[src/rtl/owd_map.svh]
`ifndef OWD_MAP_SVH
`define OWD_MAP_SVH
`define OWD_REG_WDOG_TIMEOUT   16'h07D0
`define OWD_REG_FAULT_MODE     16'h07D2
`define OWD_REG_FAIL_REASON    16'h07D4
`define OWD_REG_COMMAND        16'h07D6
`define OWD_REG_STATUS         16'h1F3C
`define OWD_REG_OUT_DATA       16'h2328
`define OWD_RST_WDOG_TIMEOUT   16'h0000
`define OWD_RST_FAULT_MODE     16'h0000
`define OWD_RST_FAIL_REASON    16'h0000
`define OWD_CMD_SET_FAIL_BIT   4
`define OWD_CMD_ACK_FAIL_BIT   5
`define OWD_CMD_CLR_WARN_BIT   7
`define OWD_STS_ERROR_BIT      0
`define OWD_STS_NETFAIL_BIT    1
`define OWD_CLK_HZ             20000000
`define OWD_MS_PER_S           1000
`define OWD_CYC_PER_MS         (`OWD_CLK_HZ / `OWD_MS_PER_S)
`define OWD_TIMEOUT_MIN_MS     200
`define OWD_TIMEOUT_MAX_MS     65000
`endif

[src/rtl/owd_pkg.sv]
package owd_pkg;
  typedef enum logic [15:0] {
    OWD_RSN_NONE       = 16'h0000,
    OWD_RSN_XFER_TMO   = 16'h0007,
    OWD_RSN_HOST_TMO   = 16'h0008,
    OWD_RSN_USER       = 16'h0009,
    OWD_RSN_CONN_ABORT = 16'h000A,
    OWD_RSN_INIT_ERR   = 16'h000B,
    OWD_RSN_WDOG       = 16'h000C,
    OWD_RSN_CONN_TMO   = 16'h000D
  } owd_reason_t;

  typedef enum logic [1:0] {
    OWD_MODE_LOW  = 2'h0,
    OWD_MODE_HIGH = 2'h1,
    OWD_MODE_HOLD = 2'h2
  } owd_mode_t;

  typedef enum logic [1:0] {
    OWD_ST_IDLE  = 2'b00,
    OWD_ST_ARMED = 2'b01,
    OWD_ST_FAIL  = 2'b11
  } owd_state_t;

  typedef struct packed {
    logic        wr;
    logic        rd;
    logic [15:0] addr;
    logic [15:0] wdata;
  } owd_req_t;

  typedef struct packed {
    logic conn_abort;
    logic init_err;
    logic conn_tmo;
    logic xfer_tmo;
    logic host_tmo;
  } owd_evt_t;
endpackage : owd_pkg

[src/rtl/owd_output_watchdog.sv]
`timescale 1ns/1ps
`include "owd_map.svh"
module owd_output_watchdog
  import owd_pkg::*;
#(
  parameter int unsigned CYC_PER_MS = `OWD_CYC_PER_MS,
  parameter int          OUT_W      = 8
)(
  input  wire logic             ref_clk,
  input  wire logic             rstn,
  input  wire owd_req_t         req,
  input  wire logic             auto_confirm,
  input  wire owd_evt_t         evt,
  input  wire logic [15:0]      diag_bits,
  input  wire logic             io_warn_set,
  output logic [15:0]           rdata,
  output logic                  rvalid,
  output logic                  access_err,
  output logic                  io_warn,
  output logic [OUT_W-1:0]      out_pins
);

  logic [15:0]       wdog_timeout_ff;
  logic [1:0]        fault_mode_ff;
  owd_reason_t       reason_ff;
  owd_state_t        state_ff;
  logic [15:0]       ms_cnt_ff;
  logic [31:0]       tick_cnt_ff;
  logic              net_fail_ff;
  logic              warn_ff;
  logic [OUT_W-1:0]  out_data_ff;
  logic [OUT_W-1:0]  hold_ff;
  logic [OUT_W-1:0]  out_ff;
  logic [15:0]       rdata_ff;
  logic              rvalid_ff;
  logic              err_ff;
  logic [15:0]       diag_s1_ff;
  logic [15:0]       diag_s2_ff;
  logic              warn_s1_ff;
  logic              warn_s2_ff;

  logic              wr_tmo;
  logic              wr_mode;
  logic              wr_cmd;
  logic              wr_out;
  logic              rd_cmd;
  logic              wr_ro;
  logic              cmd_onehot;
  logic              cmd_known;
  logic              cmd_legal;
  logic              cmd_set;
  logic              cmd_ack;
  logic              cmd_clr;
  logic              ms_tick;
  logic              wdog_expire;
  logic              wdog_restart;
  logic              ext_fail;
  logic              fail_clear;
  logic              diag_err;
  owd_reason_t       nxt_reason;

  assign wr_tmo  = req.wr && (req.addr == `OWD_REG_WDOG_TIMEOUT);
  assign wr_mode = req.wr && (req.addr == `OWD_REG_FAULT_MODE);
  assign wr_cmd  = req.wr && (req.addr == `OWD_REG_COMMAND);
  assign wr_out  = req.wr && (req.addr == `OWD_REG_OUT_DATA);
  assign rd_cmd  = req.rd && (req.addr == `OWD_REG_COMMAND);
  assign wr_ro   = req.wr && ((req.addr == `OWD_REG_FAIL_REASON) ||
                              (req.addr == `OWD_REG_STATUS));

  // exactly one bit, and it must be a defined command
  assign cmd_onehot = (req.wdata != 16'h0000) &&
                      ((req.wdata & (req.wdata - 16'h0001)) == 16'h0000);
  assign cmd_known  = req.wdata[`OWD_CMD_SET_FAIL_BIT] ||
                      req.wdata[`OWD_CMD_ACK_FAIL_BIT] ||
                      req.wdata[`OWD_CMD_CLR_WARN_BIT];
  assign cmd_legal  = wr_cmd && cmd_onehot && cmd_known;
  assign cmd_set = cmd_legal && req.wdata[`OWD_CMD_SET_FAIL_BIT];
  assign cmd_ack = cmd_legal && req.wdata[`OWD_CMD_ACK_FAIL_BIT];
  assign cmd_clr = cmd_legal && req.wdata[`OWD_CMD_CLR_WARN_BIT];

  // two-flop synchroniser for the asynchronous diagnostic levels
  always_ff @(posedge ref_clk)
  begin
    if (!rstn)
    begin
      diag_s1_ff <= 16'h0000;
      diag_s2_ff <= 16'h0000;
    end
    else
    begin
      diag_s1_ff <= diag_bits;
      diag_s2_ff <= diag_s1_ff;
    end
  end

  // two-flop synchroniser for the asynchronous warning level
  always_ff @(posedge ref_clk)
  begin
    if (!rstn)
    begin
      warn_s1_ff <= 1'b0;
      warn_s2_ff <= 1'b0;
    end
    else
    begin
      warn_s1_ff <= io_warn_set;
      warn_s2_ff <= warn_s1_ff;
    end
  end

  // any synchronised diagnostic bit counts as an error
  assign diag_err = |diag_s2_ff;

  // watchdog timeout in milliseconds; zero keeps the watchdog off
  always_ff @(posedge ref_clk)
  begin
    if (!rstn)
      wdog_timeout_ff <= `OWD_RST_WDOG_TIMEOUT;
    else if (wr_tmo)
      wdog_timeout_ff <= req.wdata;
  end

  // fault response mode; codes above hold are ignored
  always_ff @(posedge ref_clk)
  begin
    if (!rstn)
      fault_mode_ff <= 2'(`OWD_RST_FAULT_MODE);
    else if (wr_mode && (req.wdata <= 16'h0002))
      fault_mode_ff <= req.wdata[1:0];
  end

  // millisecond tick
  assign ms_tick = (tick_cnt_ff == (CYC_PER_MS - 1));
  always_ff @(posedge ref_clk)
  begin
    if (!rstn || wdog_restart || (state_ff != OWD_ST_ARMED))
      tick_cnt_ff <= 32'h0000_0000;
    else if (ms_tick)
      tick_cnt_ff <= 32'h0000_0000;
    else
      tick_cnt_ff <= tick_cnt_ff + 32'h0000_0001;
  end

  // an output write or an acknowledge restarts the count
  assign wdog_restart = wr_out || cmd_ack;
  assign fail_clear   = cmd_ack || (auto_confirm && wr_out);

  assign wdog_expire = (state_ff == OWD_ST_ARMED) && ms_tick &&
                       !wdog_restart &&
                       ((ms_cnt_ff + 16'h0001) >= wdog_timeout_ff);

  assign ext_fail = evt.conn_abort || evt.init_err || evt.conn_tmo ||
                    evt.xfer_tmo || evt.host_tmo;

  // watchdog state; output writes and the acknowledge command retrigger, reads never do
  always_ff @(posedge ref_clk)
  begin
    if (!rstn)
    begin
      state_ff  <= OWD_ST_IDLE;
      ms_cnt_ff <= 16'h0000;
    end
    else
    begin
      case (state_ff)
        OWD_ST_IDLE:
        begin
          ms_cnt_ff <= 16'h0000;
          if (wr_out && (wdog_timeout_ff != 16'h0000))
            state_ff <= OWD_ST_ARMED;
        end
        OWD_ST_ARMED:
        begin
          if (wdog_timeout_ff == 16'h0000)
            state_ff <= OWD_ST_IDLE;
          else if (wdog_restart)
            ms_cnt_ff <= 16'h0000;
          else if (wdog_expire)
            state_ff <= OWD_ST_FAIL;
          else if (ms_tick)
            ms_cnt_ff <= ms_cnt_ff + 16'h0001;
        end
        OWD_ST_FAIL:
        begin
          ms_cnt_ff <= 16'h0000;
          if (fail_clear)
            state_ff <= (wdog_timeout_ff != 16'h0000) ? OWD_ST_ARMED : OWD_ST_IDLE;
        end
        default:
          state_ff <= OWD_ST_IDLE;
      endcase
    end
  end

  // network failure flag; a new cause wins over a clear in the same cycle
  always_ff @(posedge ref_clk)
  begin
    if (!rstn)
      net_fail_ff <= 1'b0;
    else if (wdog_expire || cmd_set || ext_fail)
      net_fail_ff <= 1'b1;
    else if (fail_clear)
      net_fail_ff <= 1'b0;
  end

  // latest cause by fixed priority, one per cycle
  always_comb
  begin
    nxt_reason = reason_ff;
    if (evt.init_err)
      nxt_reason = OWD_RSN_INIT_ERR;
    else if (evt.conn_abort)
      nxt_reason = OWD_RSN_CONN_ABORT;
    else if (evt.xfer_tmo)
      nxt_reason = OWD_RSN_XFER_TMO;
    else if (evt.host_tmo)
      nxt_reason = OWD_RSN_HOST_TMO;
    else if (evt.conn_tmo)
      nxt_reason = OWD_RSN_CONN_TMO;
    else if (wdog_expire)
      nxt_reason = OWD_RSN_WDOG;
    else if (cmd_set)
      nxt_reason = OWD_RSN_USER;
  end

  always_ff @(posedge ref_clk)
  begin
    if (!rstn)
      reason_ff <= OWD_RSN_NONE;
    else
      reason_ff <= nxt_reason;
  end

  // latched I/O warning; a new warning wins over the clear command
  always_ff @(posedge ref_clk)
  begin
    if (!rstn)
      warn_ff <= 1'b0;
    else if (warn_s2_ff)
      warn_ff <= 1'b1;
    else if (cmd_clr)
      warn_ff <= 1'b0;
  end

  // output process data as last written by the client
  always_ff @(posedge ref_clk)
  begin
    if (!rstn)
      out_data_ff <= '0;
    else if (wr_out)
      out_data_ff <= req.wdata[OUT_W-1:0];
  end

  // snapshot frozen while the failure lasts, for the hold response
  always_ff @(posedge ref_clk)
  begin
    if (!rstn)
      hold_ff <= '0;
    else if (!net_fail_ff)
      hold_ff <= out_data_ff;
  end

  // output drive, substitute values while the network failure stands
  always_ff @(posedge ref_clk)
  begin
    if (!rstn)
      out_ff <= '0;
    else if (!net_fail_ff)
      out_ff <= out_data_ff;
    else
    begin
      case (fault_mode_ff)
        OWD_MODE_LOW:  out_ff <= '0;
        OWD_MODE_HIGH: out_ff <= '1;
        OWD_MODE_HOLD: out_ff <= hold_ff;
        default:       out_ff <= '0;
      endcase
    end
  end

  // read answer strobe, one cycle after the request
  always_ff @(posedge ref_clk)
  begin
    if (!rstn)
      rvalid_ff <= 1'b0;
    else
      rvalid_ff <= req.rd;
  end

  // refused accesses: bad command word, command read, read-only write
  always_ff @(posedge ref_clk)
  begin
    if (!rstn)
      err_ff <= 1'b0;
    else
      err_ff <= (wr_cmd && !cmd_legal) || rd_cmd || wr_ro;
  end

  // read data; the command register and unmapped numbers read as zero
  always_ff @(posedge ref_clk)
  begin
    if (!rstn)
      rdata_ff <= 16'h0000;
    else if (req.rd)
    begin
      case (req.addr)
        `OWD_REG_WDOG_TIMEOUT: rdata_ff <= wdog_timeout_ff;
        `OWD_REG_FAULT_MODE:   rdata_ff <= {14'h0000, fault_mode_ff};
        `OWD_REG_FAIL_REASON:  rdata_ff <= reason_ff;
        `OWD_REG_STATUS:
          rdata_ff <= {14'h0000, net_fail_ff,
                       diag_err || warn_ff || net_fail_ff};
        `OWD_REG_OUT_DATA:     rdata_ff <= {{(16-OUT_W){1'b0}}, out_data_ff};
        default:               rdata_ff <= 16'h0000;
      endcase
    end
  end

  assign rdata      = rdata_ff;
  assign rvalid     = rvalid_ff;
  assign access_err = err_ff;
  assign io_warn    = warn_ff;
  assign out_pins   = out_ff;

endmodule : owd_output_watchdog

[config.mk]
export PLATFORM = sky130hd
export DESIGN_NAME = owd_output_watchdog
export DESIGN_NICKNAME = d
export VERILOG_FILES = /design/src/rtl/owd_pkg.sv /design/src/rtl/owd_output_watchdog.sv
export VERILOG_INCLUDE_DIRS = /design/src /design/src/rtl
export SDC_FILE = /design/constraint.sdc
export NUM_CORES = 1
export LEC_CHECK = 0
export BUFFER_PORTS_ARGS = -buffer_cell sky130_fd_sc_hd__buf_2
export CAP_MARGIN = 20
export CORE_UTILIZATION = 56
export CTS_CLUSTER_SIZE = 24
export DETAILED_ROUTE_END_ITERATION = 12
export PLACE_DENSITY = 0.87
export SETUP_SLACK_MARGIN = 0.05
export SLEW_MARGIN = 5
export SYNTH_ARGS = -nofsm -noshare
export SYNTH_HDL_FRONTEND = slang
export SYNTH_SLANG_ARGS = --single-unit
[constraint.sdc]
create_clock -name ref_clk -period 8 [get_ports ref_clk]
set_clock_uncertainty 0.05 [all_clocks]
set_input_delay 0.8 -clock ref_clk [delete_from_list [all_inputs] [get_ports ref_clk]]
set_output_delay 0.8 -clock ref_clk [all_outputs]
set_load 0.01 [all_outputs]
==> impl_metrics.env, run 1 <==
export IMPL_multiInputGateArea_um2=3610
export IMPL_antenna_found_initial=0
export IMPL_fin_ws_ns=4.05
export IMPL_dr_pass1_iters=6
export IMPL_h_tree_depth=4
export IMPL_initial_core_util_pct=57.6
export IMPL_rsz0062_at_grt="false"
export IMPL_status="completed"
export IMPL_ctsHoldBuffers=0
export IMPL_grt_max_degree=63
export IMPL_worst_pin_slew_ns=1.04
export IMPL_critPathKind="reg2reg"
export IMPL_tns_ns=0
export IMPL_seq_area_um2=3000
export IMPL_path_buf_inv=0
export IMPL_die_w_um=113
export IMPL_core_um2=12000
export IMPL_worstSetupStartpointType="flip-flop"
export IMPL_total_leakage_power_nw=3.02
export IMPL_synthArstFlopShare_pct=0
export IMPL_finalPower_mw=1.66
export IMPL_critical_path_endpoint="ms_cnt_ff[5]$_SDFFE_PN0P_"
export IMPL_syn_num_nets=911
export IMPL_postCtsSetupBuffers=0
export IMPL_vias=6133
export IMPL_viasPerCell=5.80
export IMPL_endpoint_kind="flip-flop"
export IMPL_clk_latency_ns=0.43
export IMPL_place_gp_congestion=0.894
export IMPL_dpl_hpwl_um=11500
export IMPL_ir_drop_v=0.000152
export IMPL_timing_final_crit_period_ns=3.95
export IMPL_max_cap_violations=0
export IMPL_dieArea_um2=12800
export IMPL_hold_class="reg2reg"
export IMPL_wl_um=16000
export IMPL_synthCells=828
export IMPL_crit_start="ms_cnt_ff[0]$_SDFFE_PN0P_"
export IMPL_post_route_util_pct=66.5
export IMPL_worstPathArrival_ns=4.21
export IMPL_setup_viol=0
export IMPL_r2r_start="ms_cnt_ff[0]$_SDFFE_PN0P_"
export IMPL_rr_worst_depth=14
export IMPL_grt_use_total_pct=26.5
export IMPL_io_buffers=85
export IMPL_slew_headroom_pct=30.5
export IMPL_post_cts_resized=0
export IMPL_cp_max_fo=11
export IMPL_synth_seq_cells=150
export IMPL_diodes=0
export IMPL_ys_types=64
export IMPL_powerDensity_nw_per_um2=208
export IMPL_io_pins=86
export IMPL_report_final_slew_viol_count=0
export IMPL_yosys_warnings=0
export IMPL_postSynthAreaPerCell_um2=8.35
export IMPL_grt_pass1_vias=5747
export IMPL_clockRootBuffer="clkbuf_16"
export IMPL_final_common_cell="dfxtp_1"
export IMPL_drive_gt1_share_pct=14.5
export IMPL_slowest_delay_ns=0.46
export IMPL_grt_first_pass_wirelength_um=26900
export IMPL_r2r_end="ms_cnt_ff[5]$_SDFFE_PN0P_"
export IMPL_avgRoutedWirePerCell_um=15.1
export IMPL_fill_cells=960
export IMPL_crit_top_cell="and3_1"
export IMPL_netlist_area_um2=6920
export IMPL_drt_iter0_drc=589
export IMPL_hold_viol=0
export IMPL_final_cell_mix="dfxtp_1 (150), nand2_1 (104), buf_2 (87), nor2_1 (74), a21oi_1 (66)"
export IMPL_fmax_ghz=0.253
export IMPL_die_h_um=113
export IMPL_nets=981
export IMPL_cts_tree="yes"
export IMPL_cpMaxStageDelayCell="nand4_1"
export IMPL_required_ns=8.27
export IMPL_antenna_left=0
export IMPL_crit_path_cell_trace="ha_1 -> and3_1 -> and3_1 -> and3_1 -> and3_1 -> xor2_1 -> ha_1 -> nand4_1 -> nor3_1 -> nor3_1 -> a31oi_1 -> nor2_1 -> nand4_1 -> o31ai_1"
export IMPL_fin_crit_sh_pct=49.3
export IMPL_synth_seq_area_share_pct=43.4
export IMPL_path_clk_slew_ns=0.06
export IMPL_clockBufferDepth=2
export IMPL_num_rows=40
export IMPL_rrSetupSlack_ns=4.05
export IMPL_drc_errors=0
export IMPL_grt_ovfl_total=0
export IMPL_cts_buffers_inserted=17
export IMPL_dp_slack_ns=3.47
export IMPL_clock_sinks=150
export IMPL_path_delay_family="simple AND/OR/NAND/NOR gates"
export IMPL_crit_cells=14
export IMPL_synth_edf_count=0
export IMPL_area_growth_pct=15.6
export IMPL_ys_flop_type="dfxtp_1"
[cells in the mapped netlist, types with 3 or more instances]
master    instances  share of area (%)
nand3_1          38                2.8
a211oi_1          3               0.33
nor2_1           74                4.0
nor4_1           18                1.6
nor3b_1           3               0.33
nand4_1          17                1.5
xor2_1           28                3.5
o21ai_0          26                1.9
a31oi_1           3               0.27
dfxtp_1         150                 43
inv_1            34                1.8
a22oi_1           5               0.54
clkbuf_1         25                1.4
nor4b_1           4               0.51
a222oi_1          4               0.58
buf_4             5               0.54
ha_1             24                4.3
and2_1           39                3.5
o31ai_1          11                1.2
nand2_1         104                5.6
nor4_2            3               0.54
buf_1             3               0.16
and3_1           13                1.2
nand2b_1         14                1.3
xnor2_1          16                2.0
a221oi_1          3               0.38
nor3_1           26                1.9
o21a_1            9               0.98
buf_2             5               0.36
a22o_1            5               0.63
or4_1             5               0.54
a21oi_1          66                4.8
or3_1             4               0.36
[flip-flops by register name, summed over array words and instances (netlist names)]
signal	flops
diag_s2_ff	16
out_pins	8
hold_ff	8
reason_ff	4
fault_mode_ff	2
out_data_ff	8
rdata	16
net_fail_ff	1
state_ff	2
io_warn	1
warn_s2_ff	1
tick_cnt_ff	32
rvalid	1
access_err	1
warn_s1_ff	1
ms_cnt_ff	16
diag_s1_ff	16
wdog_timeout_ff	16
[per-layer routing]
layer | up-vias | routed length [um] | global-route usage [%]
li1 | 3028 | - | -
met1 | 2824 | 7060 | 33.6
met2 | 239 | 7290 | 42.6
met3 | 42 | 1290 | 7.45
met4 | 0 | 348 | 10.6
met5 | - | 0 | 0
[cell families after synthesis]
logic type               count (synthesis)  synth area share, %
AND/OR/NAND/NOR                        382                 28.3
multiplexers                             2                0.289
adder cells (fa/ha/maj)                 25                 4.49
AO/OA/AOI/OAI                          151                 13.6
flip-flops                             150                 43.4
buffers and inverters                   74                 4.38
XOR/XNOR                                44                 5.57
[cell type report]
class                   instances  area share, %
clock buffers                  22           5.81
clock inverters                10           1.82
inverters                      36           1.69
multi-input cells             604           45.2
flip-flops and latches        150           37.6
well taps                     147           2.30
repair buffers                 89           5.64
[metrics by stage]
step                      hold slack, ns  cells  area, um^2
after floorplan                    0.362    828        6920
after global placement             0.364   1024        7370
after detailed placement           0.368   1024        7370
after CTS                          0.383   1056        7980
after global routing               0.393   1058        7990
final                              0.382   1058        7990
[power breakdown]
group,internal [mW],switching [mW],leakage [nW]
Clock,0.509,0.309,0.291
Combinational,0.0297,0.0499,1.51
Sequential,0.759,0.00593,1.22
Total,1.30,0.365,3.02
[worst min-delay path by stage]
stage	slack, ns	start	depth (start not counted)	to
floorplan	0.36	diag_s1_ff[0]$_SDFF_PN0_	1	diag_s2_ff[0]$_SDFF_PN0_
global placement	0.36	diag_s1_ff[0]$_SDFF_PN0_	1	diag_s2_ff[0]$_SDFF_PN0_
detailed placement	0.37	diag_s1_ff[12]$_SDFF_PN0_	1	diag_s2_ff[12]$_SDFF_PN0_
CTS	0.38	diag_s1_ff[12]$_SDFF_PN0_	1	diag_s2_ff[12]$_SDFF_PN0_
global route	0.39	diag_s1_ff[11]$_SDFF_PN0_	1	diag_s2_ff[11]$_SDFF_PN0_
finish	0.38	diag_s1_ff[11]$_SDFF_PN0_	1	diag_s2_ff[11]$_SDFF_PN0_
Power figures use the tool's default switching activity.
==> run 2: changes to the inputs <==
==> constraint.sdc (replaced) <==
create_clock -name ref_clk -period 3.75 [get_ports ref_clk]
set_clock_uncertainty 0.05 [all_clocks]
set_input_delay 0.375 -clock ref_clk [delete_from_list [all_inputs] [get_ports ref_clk]]
set_output_delay 0.375 -clock ref_clk [all_outputs]
set_load 0.01 [all_outputs]
==> run 2 against run 1 <==
  * Hold slack worse by 0.29 ns
  * Via count up 2.3%
  * Critical endpoint is now reason_ff[2]$_SDFFE_PP0P_
  * Global-route usage up 0.40 points
  * Non-clock buffer count increased by 8
  * Design area up 2.4%
  * Clock power grew 140%
  * Register-to-register slack lost 3.9 ns
  * Maximum frequency is 9.0% higher
  * Core utilization up 1.6 points
  * Combinational power up 120%
  * Critical path depth rose by 1
==> impl_metrics.env, run 2 (same netlist as run 1, synthesis figures left out) <==
export IMPL_status="completed"
export IMPL_cts_tree="yes"
export IMPL_num_rows=40
export IMPL_finalPower_mw=3.77
export IMPL_worst_hold_slack_ns=0.0964
export IMPL_dpl_cell_area_um2=7450
export IMPL_rrSetupSlack_ns=0.13
export IMPL_hold_viol=0
export IMPL_clk_latency_ns=0.43
export IMPL_vias=6276
export IMPL_final_cell_mix="dfxtp_1 (148), nand2_1 (104), buf_2 (85), nor2_1 (73), a21oi_1 (66)"
export IMPL_grt_ovfl_total=0
export IMPL_grt_pass1_vias=5734
export IMPL_clockBufferDepth=2
export IMPL_total_leakage_power_nw=3.10
export IMPL_dr_pass1_iters=7
export IMPL_slowest_delay_ns=0.38
export IMPL_fin_crit_sh_pct=96.5
export IMPL_wl_um=16600
export IMPL_dieArea_um2=12800
export IMPL_power_internal_mw=2.96
export IMPL_io_pins=86
export IMPL_clockRootBuffer="clkbuf_16"
export IMPL_drive_gt1_share_pct=17.0
export IMPL_seq_power_share_pct=43.3
export IMPL_cp_max_fo=6
export IMPL_path_buf_inv=0
export IMPL_dp_slack_ns=0.0379
export IMPL_grt_use_total_pct=26.9
export IMPL_largest_register_ffs=32
export IMPL_nets=989
export IMPL_initial_core_util_pct=57.6
export IMPL_cts_buffers_inserted=17
export IMPL_pwr_share_clk_pct=52.1
export IMPL_die_w_um=113
export IMPL_post_route_util_pct=68.1
export IMPL_endpoint_kind="flip-flop"
export IMPL_cpMaxStageDelayCell="or3_4"
export IMPL_critPathKind="reg2reg"
export IMPL_drt_iter0_drc=476
export IMPL_clock_sinks=150
export IMPL_layout_cells_non_filler=1066
export IMPL_setup_viol=0
export IMPL_slew_headroom_pct=32.4
export IMPL_area_growth_pct=18.4
export IMPL_grt_first_pass_wirelength_um=27400
export IMPL_powerDensity_nw_per_um2=460
export IMPL_worst_pin_slew_ns=1.01
export IMPL_hold_class="in2reg"
export IMPL_report_final_slew_viol_count=0
export IMPL_antenna_left=0
export IMPL_place_gp_congestion=0.914
export IMPL_p_comb_share_pct=4.6
export IMPL_crit_path_cell_trace="ha_1 -> and3_1 -> and3_4 -> and3_2 -> and3_1 -> xor2_1 -> ha_1 -> nand4_1 -> nor3_1 -> nor3_2 -> a31oi_2 -> nor2_2 -> or3_4 -> and2_1 -> a221oi_2"
export IMPL_dpl_hpwl_um=11600
export IMPL_antenna_found_initial=1
export IMPL_path_delay_family="simple AND/OR/NAND/NOR gates"
export IMPL_io_buffers=85
export IMPL_viasPerCell=5.89
export IMPL_timing_final_crit_period_ns=3.62
export IMPL_grt_max_degree=63
export IMPL_avgRoutedWirePerCell_um=15.6
export IMPL_die_h_um=113
export IMPL_tns_ns=0
export IMPL_worstPathArrival_ns=3.91
export IMPL_path_clk_slew_ns=0.06
export IMPL_h_tree_depth=4
export IMPL_final_common_cell="dfxtp_1"
export IMPL_fin_ws_ns=0.129
export IMPL_rsz0062_at_grt="true"
export IMPL_max_cap_violations=0
export IMPL_ir_drop_v=0.000370
export IMPL_largest_register="tick_cnt_ff"
export IMPL_required_ns=4.04
export IMPL_netSwitchingFraction_pct=21.4
export IMPL_final_area_um2=8190
export IMPL_diodes=0
export IMPL_switching_power_mw=0.808
export IMPL_core_um2=12000
export IMPL_worstSetupStartpointType="flip-flop"
export IMPL_fmax_ghz=0.276
export IMPL_drc_errors=0
export IMPL_placedCellCount=1034
[run 2: cell count changes in the layout (fill, tap and decap cells not counted), moves of 3 or more]
cell	delta
o21ai_1	+3
o21ai_0	-3
buf_4	+10
and3_2	+3
and3_1	-4
bufinv_16	+3
[run 2: cell type report]
| class | count | area [um^2] |
|---|---|---|
| Sequential cell | 150 | 3010 |
| Tap cell | 147 | 184 |
| Inverter | 36 | 135 |
| Clock buffer | 19 | 443 |
| Clock inverter | 13 | 243 |
| Timing Repair Buffer | 97 | 515 |
| Fill cell | 972 | 3830 |
| Multi-Input combinational cell | 604 | 3660 |
[run 2: path summary, 6_finish.rpt]
kind,start,to,cells past startpoint
max,ms_cnt_ff[0]$_SDFFE_PN0P_,reason_ff[2]$_SDFFE_PP0P_,15
min,diag_bits[13],diag_s1_ff[13]$_SDFF_PN0_,2
max reg2reg,ms_cnt_ff[0]$_SDFFE_PN0P_,reason_ff[2]$_SDFFE_PP0P_,15
min reg2reg,diag_s1_ff[6]$_SDFF_PN0_,diag_s2_ff[6]$_SDFF_PN0_,1
[run 2: metal layers]
layer	track usage, %	wire [um]	share of wire (%)	vias up
met5	0	13	0.078	-
met4	11.5	495	3.0	2
met3	8.62	1580	9.5	60
met2	42.2	7460	45	283
met1	34.0	7060	43	2882
li1	-	-	-	3049
[run 2: power groups by stage]
stage | logic [mW] | registers (mW) | clock network [mW]
after CTS | 0.171 | 1.63 | 1.98
after global routing | 0.193 | 1.63 | 2.06
after global placement | 0.167 | 1.66 | 0
after floorplan | 0.101 | 1.66 | 0
after detailed placement | 0.170 | 1.67 | 0
final | 0.174 | 1.63 | 1.96
[run 2: repair_timing]
item                                    4_1_cts  5_1_grt
setup buffers                                 0        0
pin swaps                                     1        4
hold buffers                                  0        0
gates resized for setup                       0       18
endpoints found under the setup margin        2       23
==> run 3: changes to the inputs <==
--- a/config.mk
+++ b/config.mk
@@ -8,10 +8,11 @@
 export LEC_CHECK = 0
 export BUFFER_PORTS_ARGS = -buffer_cell sky130_fd_sc_hd__buf_2
 export CAP_MARGIN = 20
+export CORE_ASPECT_RATIO = 0.5
 export CORE_UTILIZATION = 56
 export CTS_CLUSTER_SIZE = 24
 export DETAILED_ROUTE_END_ITERATION = 12
-export PLACE_DENSITY = 0.87
+export PLACE_DENSITY = 0.77
 export SETUP_SLACK_MARGIN = 0.05
 export SLEW_MARGIN = 5
 export SYNTH_ARGS = -nofsm -noshare
==> constraint.sdc (replaced) <==
create_clock -name ref_clk -period 3.55 [get_ports ref_clk]
set_clock_uncertainty 0.05 [all_clocks]
set_input_delay 0.355 -clock ref_clk [delete_from_list [all_inputs] [get_ports ref_clk]]
set_output_delay 0.355 -clock ref_clk [all_outputs]
set_load 0.01 [all_outputs]
==> run 3 against run 2 <==
  * Cell count increased by 2.6%
  * Design area increased by 1.7%
  * Clock power shrank 4%
  * Non-clock buffer count rose by 10
  * Sequential share of layout area decreased by 0.58 points
  * Sequential power increased by 6%
  * Hold slack got worse by 0.018 ns
  * First-iteration DRC count is 13% higher
  * Count of clock-buffer cells in the layout down 1
  * Critical path depth is 2 higher
  * Critical path type unchanged
==> impl_metrics.env, run 3 (same netlist as run 1, synthesis figures left out) <==
export IMPL_clk_latency_ns=0.42
export IMPL_crit_start="ms_cnt_ff[1]$_SDFFE_PN0P_"
export IMPL_ctsHoldBuffers=0
export IMPL_dieArea_um2=12800
export IMPL_setup_viol=0
export IMPL_cts_buffers_inserted=17
export IMPL_place_gp_congestion=0.871
export IMPL_rrSetupSlack_ns=0.07
export IMPL_clock_sinks=150
export IMPL_antenna_left=0
export IMPL_core_um2=11900
export IMPL_initial_core_util_pct=58.1
export IMPL_slowest_delay_ns=0.34
export IMPL_grt_use_total_pct=27.3
export IMPL_largest_register_ffs=32
export IMPL_drt_iter0_drc=539
export IMPL_min_delay_start="diag_bits[8]"
export IMPL_ir_drop_v=0.000287
export IMPL_path_clk_slew_ns=0.07
export IMPL_r2r_start="ms_cnt_ff[1]$_SDFFE_PN0P_"
export IMPL_max_cap_violations=0
export IMPL_final_common_cell="dfxtp_1"
export IMPL_viasPerCell=5.80
export IMPL_antenna_found_initial=0
export IMPL_area_growth_pct=20.4
export IMPL_cts_tree="yes"
export IMPL_dp_slack_ns=-0.0773
export IMPL_final_cell_mix="dfxtp_1 (146), nand2_1 (104), buf_2 (85), nor2_1 (73), a21oi_1 (66)"
export IMPL_grt_max_degree=43
export IMPL_worst_hold_slack_ns=0.0784
export IMPL_min_to="diag_s1_ff[8]$_SDFF_PN0_"
export IMPL_largest_register="tick_cnt_ff"
export IMPL_avgRoutedWirePerCell_um=16.2
export IMPL_io_pins=86
export IMPL_drc_errors=0
export IMPL_hold_depth=2
export IMPL_h_tree_depth=4
export IMPL_total_leakage_power_nw=3.13
export IMPL_dr_pass1_iters=5
export IMPL_drive_gt1_share_pct=19.8
export IMPL_cp_max_fo=5
export IMPL_vias=6340
export IMPL_diodes=0
export IMPL_worstSetupStartpointType="flip-flop"
export IMPL_hold_viol=0
export IMPL_grt_ovfl_total=0
export IMPL_dpl_cell_area_um2=7520
export IMPL_critPathKind="reg2reg"
export IMPL_worst_pin_slew_ns=0.922
export IMPL_fill_cells=912
export IMPL_report_final_slew_viol_count=0
export IMPL_rsz0062_at_grt="true"
export IMPL_fin_crit_sh_pct=98.1
export IMPL_clockBufferDepth=2
export IMPL_endpoint_kind="flip-flop"
export IMPL_die_h_um=80.6
export IMPL_die_w_um=159
export IMPL_timing_final_crit_period_ns=3.48
export IMPL_fin_ws_ns=0.0659
export IMPL_rr_worst_depth=17
export IMPL_finalPower_mw=3.81
export IMPL_post_route_util_pct=69.9
export IMPL_status="completed"
export IMPL_cpMaxStageDelayCell="dfxtp_2"
export IMPL_r2r_end="ms_cnt_ff[2]$_SDFFE_PN0P_"
export IMPL_required_ns=3.82
export IMPL_grt_first_pass_wirelength_um=27800
export IMPL_fmax_ghz=0.287
export IMPL_hold_class="in2reg"
export IMPL_dpl_hpwl_um=11900
export IMPL_powerDensity_nw_per_um2=457
export IMPL_clockRootBuffer="clkbuf_16"
export IMPL_crit_top_cell="and3_4"
export IMPL_num_rows=28
export IMPL_slew_headroom_pct=37.9
export IMPL_worstPathArrival_ns=3.75
export IMPL_nets=999
export IMPL_grt_pass1_vias=5836
export IMPL_crit_path_cell_trace="ha_4 -> and3_4 -> and3_4 -> and3_4 -> and3_4 -> xor2_1 -> ha_1 -> nand4_1 -> nor3_2 -> o211ai_1 -> a31oi_2 -> buf_4 -> nor4b_4 -> a211oi_2 -> buf_4 -> o21ai_2 -> o31ai_1"
export IMPL_final_area_um2=8320
export IMPL_io_buffers=85
export IMPL_wl_um=17700
-- run 3: worst max-delay path by stage --
stage                                 endpoint  slack (ns)  cells past startpoint
CTS                  reason_ff[2]$_SDFFE_PP0P_       0.007                     15
detailed placement   reason_ff[2]$_SDFFE_PP0P_       -0.08                     15
finish               ms_cnt_ff[2]$_SDFFE_PN0P_        0.07                     17
global route        ms_cnt_ff[15]$_SDFFE_PN0P_       -0.02                     16
global placement     reason_ff[2]$_SDFFE_PP0P_         0.1                     15
floorplan            reason_ff[2]$_SDFFE_PP0P_        0.05                     16
-- run 3: critical path, delay by kind of cell (launching register included) --
| kind | cells | cell delay [ns] |
|---|---|---|
| compound gates | 5 | 0.77 |
| fa+ha+maj | 2 | 0.48 |
| flops | 1 | 0.34 |
| simple gates | 7 | 1.21 |
| xor+xnor | 1 | 0.14 |
| buf+inv | 2 | 0.38 |
-- run 3: per-layer routing --
| metal | GRT usage, % | routed length (um) | share of wire, % | vias to the layer above |
|---|---|---|---|---|
| met5 | 0 | 0 | 0 | - |
| met4 | 12.9 | 393 | 2.2 | 0 |
| met3 | 6.56 | 1190 | 6.7 | 41 |
| met2 | 45.0 | 8300 | 47 | 255 |
| met1 | 34.1 | 7840 | 44 | 2979 |
| li1 | - | - | - | 3065 |
-- run 3: cell type report --
class | count | area, um^2 | share of cell area [%]
Sequential cell | 150 | 3010 | 36.1
Clock buffer | 18 | 439 | 5.28
Tap cell | 165 | 206 | 2.48
Timing Repair Buffer | 107 | 594 | 7.14
Inverter | 36 | 135 | 1.62
Multi-Input combinational cell | 604 | 3760 | 45.2
Clock inverter | 14 | 180 | 2.16
-- run 3: power by group --
group,internal (mW),switching [mW]
combinational,0.0753,0.126
sequential,1.71,0.0134
clock,1.09,0.795
total,2.87,0.935
-- run 3: stage by stage --
stage	std cells	setup TNS (ns)
after floorplan	828	0
after global placement	1058	0
after detailed placement	1058	-0.0773
after CTS	1090	0
after global routing	1094	-0.0938
final	1094	0
-- run 3: timing repair --
| action | in CTS | in global routing |
|---|---|---|
| setup endpoints to repair | 15 | 23 |
| endpoints found under the hold margin | 0 | 0 |
| gates cloned | 0 | 1 |
| setup buffers | 0 | 3 |
| resized for setup | 6 | 42 |
| pin swaps | 5 | 19 |
